===== src/design/wdt_defines.svh =====
// Offsets-free constants for the staged boot and runtime watchdog: timing and reset values.
`ifndef WDT_DEFINES_SVH
`define WDT_DEFINES_SVH

`define CLOCK_HZ 200000000
`define TICK_PERIOD_MS 1000
`define SEC_TICK_CYCLES (`CLOCK_HZ / 1000 * `TICK_PERIOD_MS)

`define SECS_1S 11'h001
`define SECS_2S 11'h002
`define SECS_5S 11'h005
`define SECS_10S 11'h00A
`define SECS_30S 11'h01E
`define SECS_1M 11'h03C
`define SECS_2M 11'h078
`define SECS_5M 11'h12C
`define SECS_10M 11'h258
`define SECS_30M 11'h708

`define TOUT_SEL_DEFAULT 4'h4
`define DELAY_SEL_DEFAULT 3'h0
`define POST_SEL_DEFAULT 3'h0

`endif


===== src/design/wdt_pkg.sv =====
// Types shared by the staged watchdog modules.
package wdt_pkg;

    typedef enum logic [1:0] {
        ACT_OFF = 2'b00,
        ACT_ACPI = 2'b01,
        ACT_RESET = 2'b10,
        ACT_PWRBTN = 2'b11
    } act_t;

    typedef enum logic [1:0] {
        MODE_OFF = 2'b00,
        MODE_ONE = 2'b01,
        MODE_SINGLE = 2'b10,
        MODE_REPEAT = 2'b11
    } mode_t;

    typedef enum logic [1:0] {
        RT_OFF = 2'b00,
        RT_DELAY = 2'b01,
        RT_RUN = 2'b10
    } rt_state_t;

    typedef struct packed {
        logic [2:0] post_sel;
        logic pause_en;
        mode_t mode;
        logic [2:0] delay_sel;
        act_t event1;
        act_t event2;
        act_t event3;
        logic [3:0] tout1;
        logic [3:0] tout2;
        logic [3:0] tout3;
        logic acpi_restart;
    } wdt_cfg_t;

endpackage


===== src/design/staged_watchdog.sv =====
// Staged boot and runtime watchdog: boot-phase timer and three-stage runtime timer.
`timescale 1ns/1ps
`include "wdt_defines.svh"
module staged_watchdog #(
    parameter int unsigned TICK_CYCLES = `SEC_TICK_CYCLES
) (
    input wire logic clock,
    input wire logic rst_n,
    input wire wdt_pkg::wdt_cfg_t cfg,
    input wire logic post_active,
    input wire logic user_wait,
    input wire logic os_boot_start,
    input wire logic retrigger,
    output logic sys_reset,
    output logic pwr_button,
    output logic thermal_notify,
    output logic fatal_error,
    output logic runtime_active,
    output logic [1:0] stage
);
    import wdt_pkg::*;

    if (TICK_CYCLES < 2) begin : g_bad
        $error("staged_watchdog needs at least two cycles per second tick.");
    end

    // ****************************************
    // Lookup functions
    // ****************************************
    function automatic logic [10:0] stage_secs(input logic [3:0] sel);
        case (sel)
            4'h0: stage_secs = `SECS_1S;
            4'h1: stage_secs = `SECS_2S;
            4'h2: stage_secs = `SECS_5S;
            4'h3: stage_secs = `SECS_10S;
            4'h5: stage_secs = `SECS_1M;
            4'h6: stage_secs = `SECS_2M;
            4'h7: stage_secs = `SECS_5M;
            4'h8: stage_secs = `SECS_10M;
            4'h9: stage_secs = `SECS_30M;
            default: stage_secs = `SECS_30S;
        endcase
    endfunction

    function automatic logic [10:0] delay_secs(input logic [2:0] sel);
        case (sel)
            3'h1: delay_secs = `SECS_10S;
            3'h2: delay_secs = `SECS_30S;
            3'h3: delay_secs = `SECS_1M;
            3'h4: delay_secs = `SECS_2M;
            3'h5: delay_secs = `SECS_5M;
            3'h6: delay_secs = `SECS_10M;
            default: delay_secs = `SECS_30M;
        endcase
    endfunction

    function automatic logic [10:0] post_secs(input logic [2:0] sel);
        case (sel)
            3'h1: post_secs = `SECS_30S;
            3'h2: post_secs = `SECS_1M;
            3'h3: post_secs = `SECS_2M;
            3'h4: post_secs = `SECS_5M;
            3'h5: post_secs = `SECS_10M;
            default: post_secs = `SECS_30M;
        endcase
    endfunction

    // Stage one cannot be disabled, so a disabled code there falls back to reset.
    function automatic act_t stage_act(input logic [1:0] s, input wdt_cfg_t c);
        case (s)
            2'h1: stage_act = (c.event1 == ACT_OFF) ? ACT_RESET : c.event1;
            2'h2: stage_act = c.event2;
            2'h3: stage_act = c.event3;
            default: stage_act = ACT_OFF;
        endcase
    endfunction

    function automatic logic [10:0] stage_tout(input logic [1:0] s, input wdt_cfg_t c);
        case (s)
            2'h2: stage_tout = stage_secs(c.tout2);
            2'h3: stage_tout = stage_secs(c.tout3);
            default: stage_tout = stage_secs(c.tout1);
        endcase
    endfunction

    // ****************************************
    // Boot-phase watchdog
    // ****************************************
    logic post_tick;
    logic post_clear;
    logic post_run;
    logic post_fire;
    logic [10:0] post_cnt_reg;
    logic [10:0] post_cnt_next;

    // A halted or idle timer also restarts its second so the next run gets whole seconds.
    assign post_run = post_active && (cfg.post_sel != 3'h0)
                      && !(cfg.pause_en && user_wait);
    assign post_clear = !post_run;

    tick_divider #(.CYCLES(TICK_CYCLES)) u_post_div (
        .clock(clock),
        .rst_n(rst_n),
        .clear(post_clear),
        .tick(post_tick)
    );

    always_comb begin
        post_cnt_next = post_cnt_reg;
        post_fire = 1'b0;
        if (!post_active || cfg.post_sel == 3'h0) begin
            post_cnt_next = post_secs(cfg.post_sel);
        end else if (post_run && post_tick) begin
            if (post_cnt_reg <= 11'h001) begin
                post_fire = 1'b1;
                post_cnt_next = post_secs(cfg.post_sel);
            end else begin
                post_cnt_next = post_cnt_reg - 11'h001;
            end
        end
    end

    always_ff @(posedge clock or negedge rst_n) begin
        if (!rst_n) begin
            post_cnt_reg <= `SECS_30M;
        end else begin
            post_cnt_reg <= post_cnt_next;
        end
    end

    // ****************************************
    // Runtime watchdog
    // ****************************************
    rt_state_t rt_state_reg;
    rt_state_t rt_state_next;
    logic [1:0] stage_reg;
    logic [1:0] stage_next;
    logic [10:0] rt_cnt_reg;
    logic [10:0] rt_cnt_next;
    logic rt_tick;
    logic rt_clear;
    logic last_stage;
    logic expire;
    act_t fire_act;

    tick_divider #(.CYCLES(TICK_CYCLES)) u_rt_div (
        .clock(clock),
        .rst_n(rst_n),
        .clear(rt_clear),
        .tick(rt_tick)
    );

    assign last_stage = (stage_reg == 2'h3)
                        || (stage_act(2'(stage_reg + 2'h1), cfg) == ACT_OFF);
    assign expire = (rt_state_reg == RT_RUN) && !retrigger && cfg.mode != MODE_OFF
                    && rt_tick && rt_cnt_reg <= 11'h001;

    always_comb begin
        rt_state_next = rt_state_reg;
        stage_next = stage_reg;
        rt_cnt_next = rt_cnt_reg;
        rt_clear = 1'b0;
        fire_act = ACT_OFF;
        case (rt_state_reg)
            RT_OFF: begin
                if (os_boot_start && cfg.mode != MODE_OFF) begin
                    rt_clear = 1'b1;
                    stage_next = 2'h1;
                    if (cfg.delay_sel != 3'h0) begin
                        rt_state_next = RT_DELAY;
                        rt_cnt_next = delay_secs(cfg.delay_sel);
                    end else begin
                        rt_state_next = RT_RUN;
                        rt_cnt_next = stage_tout(2'h1, cfg);
                    end
                end
            end
            RT_DELAY: begin
                if (cfg.mode == MODE_OFF) begin
                    rt_state_next = RT_OFF;
                end else if (rt_tick) begin
                    if (rt_cnt_reg <= 11'h001) begin
                        rt_state_next = RT_RUN;
                        rt_cnt_next = stage_tout(2'h1, cfg);
                    end else begin
                        rt_cnt_next = rt_cnt_reg - 11'h001;
                    end
                end
            end
            RT_RUN: begin
                if (cfg.mode == MODE_OFF) begin
                    rt_state_next = RT_OFF;
                end else if (retrigger) begin
                    rt_clear = 1'b1;
                    if (cfg.mode == MODE_ONE) begin
                        rt_state_next = RT_OFF;
                    end else begin
                        stage_next = 2'h1;
                        rt_cnt_next = stage_tout(2'h1, cfg);
                    end
                end else if (expire) begin
                    fire_act = stage_act(stage_reg, cfg);
                    if (!last_stage) begin
                        stage_next = 2'(stage_reg + 2'h1);
                        rt_cnt_next = stage_tout(2'(stage_reg + 2'h1), cfg);
                    end else if (cfg.mode == MODE_REPEAT) begin
                        rt_cnt_next = stage_tout(stage_reg, cfg);
                    end else begin
                        rt_state_next = RT_OFF;
                    end
                end else if (rt_tick) begin
                    rt_cnt_next = rt_cnt_reg - 11'h001;
                end
            end
            default: rt_state_next = RT_OFF;
        endcase
    end

    // ****************************************
    // Action outputs
    // ****************************************
    logic sys_reset_reg;
    logic pwr_button_reg;
    logic thermal_reg;
    logic fatal_reg;
    logic active_reg;

    always_ff @(posedge clock or negedge rst_n) begin
        if (!rst_n) begin
            rt_state_reg <= RT_OFF;
            stage_reg <= 2'h0;
            rt_cnt_reg <= `SECS_30S;
            sys_reset_reg <= 1'b0;
            pwr_button_reg <= 1'b0;
            thermal_reg <= 1'b0;
            fatal_reg <= 1'b0;
            active_reg <= 1'b0;
        end else begin
            rt_state_reg <= rt_state_next;
            stage_reg <= (rt_state_next == RT_OFF) ? 2'h0 : stage_next;
            rt_cnt_reg <= rt_cnt_next;
            sys_reset_reg <= post_fire || fire_act == ACT_RESET;
            pwr_button_reg <= fire_act == ACT_PWRBTN;
            thermal_reg <= fire_act == ACT_ACPI && !cfg.acpi_restart;
            fatal_reg <= fire_act == ACT_ACPI && cfg.acpi_restart;
            active_reg <= rt_state_next == RT_RUN;
        end
    end

    assign sys_reset = sys_reset_reg;
    assign pwr_button = pwr_button_reg;
    assign thermal_notify = thermal_reg;
    assign fatal_error = fatal_reg;
    assign runtime_active = active_reg;
    assign stage = stage_reg;

    // ****************************************
    // Checks
    // ****************************************
    post_fire_reset_a: assert property (@(posedge clock) disable iff (!rst_n)
        post_active && post_run && post_tick && post_cnt_reg == 11'h001 |=> sys_reset)
        else $error("Boot watchdog expiry gave no reset.");
    post_idle_a: assert property (@(posedge clock) disable iff (!rst_n)
        !post_active |=> post_cnt_reg == post_secs($past(cfg.post_sel)) && !post_tick)
        else $error("Boot watchdog counted outside self test.");
    pause_hold_a: assert property (@(posedge clock) disable iff (!rst_n)
        post_active && cfg.post_sel != 3'h0 && cfg.pause_en && user_wait
        |=> $stable(post_cnt_reg))
        else $error("Boot watchdog moved while paused.");
    onetime_off_a: assert property (@(posedge clock) disable iff (!rst_n)
        rt_state_reg == RT_RUN && cfg.mode == MODE_ONE && retrigger |=> rt_state_reg == RT_OFF)
        else $error("One-time mode stayed armed after retrigger.");
    single_end_a: assert property (@(posedge clock) disable iff (!rst_n)
        expire && last_stage && cfg.mode == MODE_SINGLE |=> rt_state_reg == RT_OFF ##1 !expire)
        else $error("Single mode did not stop after last stage.");
    repeat_stay_a: assert property (@(posedge clock) disable iff (!rst_n)
        expire && last_stage && cfg.mode == MODE_REPEAT
        |=> runtime_active && $stable(stage_reg) && rt_cnt_reg == stage_tout(stage_reg, cfg))
        else $error("Repeat mode did not rerun last stage.");
    arm_start_a: assert property (@(posedge clock) disable iff (!rst_n)
        rt_state_reg == RT_OFF && os_boot_start && cfg.mode != MODE_OFF
        |=> rt_state_reg != RT_OFF && stage_reg == 2'h1)
        else $error("Runtime watchdog failed to arm.");
    stage_reset_a: assert property (@(posedge clock) disable iff (!rst_n)
        expire && stage_reg == 2'h1 && cfg.event1 != ACT_ACPI && cfg.event1 != ACT_PWRBTN
        |=> sys_reset && !pwr_button)
        else $error("Stage one reset action missing.");
    acpi_route_a: assert property (@(posedge clock) disable iff (!rst_n)
        expire && stage_act(stage_reg, cfg) == ACT_ACPI
        |=> thermal_notify == !$past(cfg.acpi_restart) && fatal_error == $past(cfg.acpi_restart))
        else $error("ACPI action routed wrongly.");
    retrig_restart_a: assert property (@(posedge clock) disable iff (!rst_n)
        rt_state_reg == RT_RUN && retrigger && cfg.mode inside {MODE_SINGLE, MODE_REPEAT}
        |=> stage_reg == 2'h1 && rt_cnt_reg == stage_secs($past(cfg.tout1)))
        else $error("Retrigger did not restart stage one.");
    advance_a: assert property (@(posedge clock) disable iff (!rst_n)
        expire && !last_stage |=> stage_reg == 2'($past(stage_reg) + 2'h1))
        else $error("Stage did not advance on expiry.");
endmodule // staged_watchdog


===== src/design/tick_divider.sv =====
// One-second enable pulse generator with a restart input.
`timescale 1ns/1ps
`include "wdt_defines.svh"
module tick_divider #(
    parameter int unsigned CYCLES = `SEC_TICK_CYCLES
) (
    input wire logic clock,
    input wire logic rst_n,
    input wire logic clear,
    output logic tick
);
    logic [31:0] cnt_reg;
    logic [31:0] cnt_next;
    logic tick_reg;
    logic tick_next;

    if (CYCLES < 2) begin : g_bad
        $error("tick_divider needs at least two cycles per tick.");
    end

    always_comb begin
        cnt_next = cnt_reg + 32'h00000001;
        tick_next = 1'b0;
        if (clear) begin
            cnt_next = 32'h00000000;
        end else if (cnt_reg == 32'(CYCLES - 1)) begin
            cnt_next = 32'h00000000;
            tick_next = 1'b1;
        end
    end

    always_ff @(posedge clock or negedge rst_n) begin
        if (!rst_n) begin
            cnt_reg <= 32'h00000000;
            tick_reg <= 1'b0;
        end else begin
            cnt_reg <= cnt_next;
            tick_reg <= tick_next;
        end
    end

    assign tick = tick_reg;
endmodule // tick_divider


===== config.mk =====
export PLATFORM = sky130hd
export DESIGN_NAME = staged_watchdog
export DESIGN_NICKNAME = d
export VERILOG_FILES = /design/src/design/wdt_pkg.sv /design/src/design/staged_watchdog.sv /design/src/design/tick_divider.sv
export VERILOG_INCLUDE_DIRS = /design/src /design/src/design
export SDC_FILE = /design/constraint.sdc
export NUM_CORES = 1
export LEC_CHECK = 0
export BUFFER_PORTS_ARGS = -buffer_cell sky130_fd_sc_hd__buf_2
export CORE_MARGIN = 10
export CORE_UTILIZATION = 32
export DETAILED_ROUTE_END_ITERATION = 7
export PLACE_DENSITY = 0.48
export SYNTH_ARGS = -nofsm -noshare
export SYNTH_HDL_FRONTEND = slang
export SYNTH_SLANG_ARGS = --single-unit

===== constraint.sdc =====
create_clock -name clock -period 4.6 [get_ports clock]
set_clock_uncertainty 0.05 [all_clocks]
set_input_delay 0.69 -clock clock [delete_from_list [all_inputs] [get_ports clock]]
set_output_delay 0.69 -clock clock [all_outputs]
set_load 0.02 [all_outputs]

==> impl_metrics.csv <==
group,metric,value,unit
critical_path,critPathMaxFanout,20,
yosys,yosys_warnings,0,
global_routing,grt.overflow.total,0,
drt,antenna_violating_nets_left,0,
global_routing,grt_antenna_before_repair,1,
timing,timing.final.setup_violations,0,
clock_network,longest_clk_path_bufs,2,
critical_path,crit_type,"reg2reg",
drt,drc,0,
yosys,synth_sequential_area_ratio,35.5,%
floorplanning,initial_cell_density_of_the_core,32.6,%
cells_and_area,nFillCells,2233,
clock_network,cts-resized-gates,0,
critical_path,worst_ep_required_time,4780,ps
timing,timing.final.crit_period,3290,ps
power,power.leakage,2.98,nW
yosys,syn_area_per_cell,8.16,um2
timing,max_freq,304,MHz
yosys,async_reset_ff_share,100,%
timing,timing.final.ws_setup,1310,ps
global_routing,grt_start_max_net_pins,70,
yosys,library_cells_used_by_synthesis,66,
drt,first_pass_iters,5,
drt,drt-vias-per-instance,5.41,
outcome,run_status,"complete, no violations",
placement,dp.final_hpwl,13300,um
placement,globalplace.congestion,0.840,
yosys,synth_enable_flop_cells,0,
critical_path,timing.rr.end,"rt_cnt_reg[9]",
drt,routed_wl,18500,um
placement,placement.cell_area,7250,um2
timing,setup_tns,0,ps
yosys,synthesis.area,6870,um2
floorplanning,die_h,167,um
clock_network,cts.root.buffer_cell,"sky130_fd_sc_hd__clkbuf_16",
yosys,synth-main-ff-cell,"sky130_fd_sc_hd__dfrtp_1",
yosys,synth_seq_cells,97,
cells_and_area,final_nets,900,
clock_network,tritoncts.num_buffers,9,
power,worst_ir_drop_vdd,0.150,mV
floorplanning,die_area,27700,um2
floorplanning,die_w,167,um
timing,number_of_pins_exceeding_their_max_slew_limit_in_the_final_report,0,
clock_network,cts_tree,"yes",
clock_network,clk_pin_slew_worst_paths,70,ps
drt,total_via_count_after_detailed_routing,6115,
critical_path,setup.worst_path.start_class,"flop",
run,cap_viol_max_count,0,
yosys,synth_cells,842,
floorplanning,placement_rows,53,
min_path,hold_class,"in2async",
timing,hold_viol,0,
global_routing,track_usage,13.2,%
floorplanning,num_io_pins,41,
global_routing,first_global_vias,6001,
critical_path,cp-end-kind,"flop",
floorplanning,core_box_area,21100,um2
placement,placement.setup.worst_slack,1340,ps
cells_and_area,fraction_of_final_layout_cells_with_drive_strength_greater_than_1,10.2,%
timing,rsz0062_at_grt,"no",
power,power-per-cell-area,376,nW/um2
cells_and_area,area.growth.synth_to_final,9.71,%
clock_network,post-cts-setup-buffers,0,
critical_path,timing.reg2reg.setup_slack,1310,ps
yosys,synthesized_netlist_net_count,893,
drt,initialDrtViolationCount,424,
drt,post_drt_wl_per_cell,16.4,um
clock_network,clk-insertion-delay-late,350,ps
critical_path,worstPathArrival,3470,ps
timing,period_share,71.4,%
placement,place.port_buffers,40,
timing,max_slew_margin,18.9,%
cells_and_area,final_area,7540,um2
critical_path,r2r-start,"rt_cnt_reg[5]",
clock_network,clock_sinks,97,
critical_path,reg2regPathDepth,5,
global_routing,first_pass_grt_wire_length,31400,um
clock_network,h-tree-depth,3,
timing,worst-slew-pin-transition,1200,ps
clock_network,hold_buffers,0,
==> kinds of logic after synthesis <==
group | after synthesis | synth area share [%]
xor+xnor | 67 | 8.54
compound gates | 204 | 20.3
mux | 5 | 0.747
simple gates | 369 | 27.0
flops | 97 | 35.5
fa+ha+maj | 17 | 3.10
buf+inv | 83 | 4.83
==> placed cells by master, fill, tap and decap left out, types with 5 or more instances in the layout <==
| master | synthesis | final |
|---|---|---|
| sky130_fd_sc_hd__xnor2_1 | 31 | 31 |
| sky130_fd_sc_hd__buf_4 | 1 | 7 |
| sky130_fd_sc_hd__a21oi_1 | 42 | 42 |
| sky130_fd_sc_hd__nand2b_1 | 15 | 15 |
| sky130_fd_sc_hd__and2_1 | 6 | 6 |
| sky130_fd_sc_hd__inv_1 | 33 | 33 |
| sky130_fd_sc_hd__nor2b_1 | 8 | 8 |
| sky130_fd_sc_hd__o22ai_1 | 5 | 5 |
| sky130_fd_sc_hd__nor4_1 | 20 | 20 |
| sky130_fd_sc_hd__a211oi_1 | 11 | 11 |
| sky130_fd_sc_hd__o21ai_0 | 44 | 44 |
| sky130_fd_sc_hd__a221oi_1 | 7 | 7 |
| sky130_fd_sc_hd__nand3b_1 | 8 | 8 |
| sky130_fd_sc_hd__nand3_1 | 41 | 41 |
| sky130_fd_sc_hd__buf_2 | 1 | 39 |
| sky130_fd_sc_hd__ha_1 | 17 | 17 |
| sky130_fd_sc_hd__dfrtp_1 | 89 | 89 |
| sky130_fd_sc_hd__o211ai_1 | 9 | 9 |
| sky130_fd_sc_hd__or3b_2 | 9 | 9 |
| sky130_fd_sc_hd__a22oi_1 | 5 | 5 |
| sky130_fd_sc_hd__a311oi_1 | 5 | 5 |
| sky130_fd_sc_hd__a211o_1 | 5 | 5 |
| sky130_fd_sc_hd__dfstp_2 | 8 | 8 |
| sky130_fd_sc_hd__nand4_1 | 21 | 21 |
| sky130_fd_sc_hd__or3_1 | 6 | 6 |
| sky130_fd_sc_hd__nor2_1 | 118 | 118 |
| sky130_fd_sc_hd__xor2_1 | 36 | 36 |
| sky130_fd_sc_hd__a32oi_1 | 5 | 5 |
| sky130_fd_sc_hd__a31oi_1 | 14 | 14 |
| sky130_fd_sc_hd__a21boi_0 | 5 | 5 |
| sky130_fd_sc_hd__and3_1 | 12 | 12 |
| sky130_fd_sc_hd__a22o_1 | 6 | 6 |
| sky130_fd_sc_hd__o31ai_1 | 7 | 7 |
| sky130_fd_sc_hd__nand2_1 | 59 | 59 |
| sky130_fd_sc_hd__clkbuf_16 | 0 | 9 |
| sky130_fd_sc_hd__nor3_1 | 26 | 26 |
==> Yosys cell counts (5+ instances only) <==
master | count | area, um2
sky130_fd_sc_hd__nor2_1 | 118 | 443
sky130_fd_sc_hd__dfrtp_1 | 89 | 2230
sky130_fd_sc_hd__nand2_1 | 59 | 221
sky130_fd_sc_hd__o21ai_0 | 44 | 220
sky130_fd_sc_hd__clkbuf_1 | 43 | 161
sky130_fd_sc_hd__a21oi_1 | 42 | 210
sky130_fd_sc_hd__nand3_1 | 41 | 205
sky130_fd_sc_hd__xor2_1 | 36 | 315
sky130_fd_sc_hd__inv_1 | 33 | 124
sky130_fd_sc_hd__xnor2_1 | 31 | 272
sky130_fd_sc_hd__nor3_1 | 26 | 130
sky130_fd_sc_hd__nand4_1 | 21 | 131
sky130_fd_sc_hd__nor4_1 | 20 | 125
sky130_fd_sc_hd__ha_1 | 17 | 213
sky130_fd_sc_hd__nand2b_1 | 15 | 93.8
sky130_fd_sc_hd__a31oi_1 | 14 | 87.6
sky130_fd_sc_hd__and3_1 | 12 | 75.1
sky130_fd_sc_hd__a211oi_1 | 11 | 82.6
sky130_fd_sc_hd__o211ai_1 | 9 | 67.6
sky130_fd_sc_hd__or3b_2 | 9 | 78.8
sky130_fd_sc_hd__dfstp_2 | 8 | 210
sky130_fd_sc_hd__nand3b_1 | 8 | 60.1
sky130_fd_sc_hd__nor2b_1 | 8 | 50.1
sky130_fd_sc_hd__a221oi_1 | 7 | 61.3
sky130_fd_sc_hd__o31ai_1 | 7 | 52.6
sky130_fd_sc_hd__a22o_1 | 6 | 52.6
sky130_fd_sc_hd__and2_1 | 6 | 37.5
sky130_fd_sc_hd__or3_1 | 6 | 37.5
sky130_fd_sc_hd__a211o_1 | 5 | 43.8
sky130_fd_sc_hd__a21boi_0 | 5 | 37.5
sky130_fd_sc_hd__a22oi_1 | 5 | 37.5
sky130_fd_sc_hd__a311oi_1 | 5 | 43.8
sky130_fd_sc_hd__a32oi_1 | 5 | 43.8
sky130_fd_sc_hd__o22ai_1 | 5 | 31.3
==> worst max-delay path by stage <==
stage                        from             to  slack, ps
finish              rt_cnt_reg[5]  rt_cnt_reg[9]       1310
CTS                 rt_cnt_reg[5]  rt_cnt_reg[9]       1330
detailed placement  rt_cnt_reg[5]  rt_cnt_reg[9]       1340
global placement    rt_cnt_reg[5]  rt_cnt_reg[9]       1360
global route        rt_cnt_reg[5]  rt_cnt_reg[9]       1160
floorplan           rt_cnt_reg[4]  rt_cnt_reg[9]       1820
==> worst max-delay path, stage by stage (launching register included) <==
cell and delay, ps:
sky130_fd_sc_hd__dfrtp_1 450, sky130_fd_sc_hd__or4_4 580, sky130_fd_sc_hd__or4_1 860, sky130_fd_sc_hd__a2111oi_4 440, sky130_fd_sc_hd__or2_2 420, sky130_fd_sc_hd__mux2_2 380
==> power by group <==
| part | switching, mW | internal, mW | total, mW |
|---|---|---|---|
| registers | 0.109 | 0.959 | 1.07 |
| logic | 0.646 | 0.392 | 1.04 |
| clock network | 0.356 | 0.375 | 0.731 |
==> per-stage QoR <==
stage                     utilization (%)  hold slack [ps]  power, mW  cells
after floorplan                         -              344       1.85    842
after global placement               34.4              429       2.13   1113
after detailed placement             34.4              441       2.12   1113
after CTS                            35.7              447       2.86   1129
after global routing                 35.7              459       3.05   1129
final                                35.7              420       2.84   1131
==> cell type report <==
| cell class | count | area, um2 | area share (%) |
|---|---|---|---|
| antenna | 2 | 5.00 | 0.0664 |
| clock inverter | 6 | 48.8 | 0.647 |
| inverter | 33 | 124 | 1.64 |
| timing repair buffer | 46 | 248 | 3.29 |
| sequential | 97 | 2440 | 32.3 |
| clock buffer | 10 | 229 | 3.04 |
| multi-input combinational | 662 | 4100 | 54.4 |
| tap | 275 | 344 | 4.57 |
==> metal layers <==
layer,global-route usage [%],share of wire (%),up-vias
met3,2.87,5.0,24
met1,18.8,51,2891
met2,19.2,43,132
met4,4.31,1.9,0
li1,-,-,3068
met5,0,0,-
Note: power is estimated with default switching activity, not from simulation.
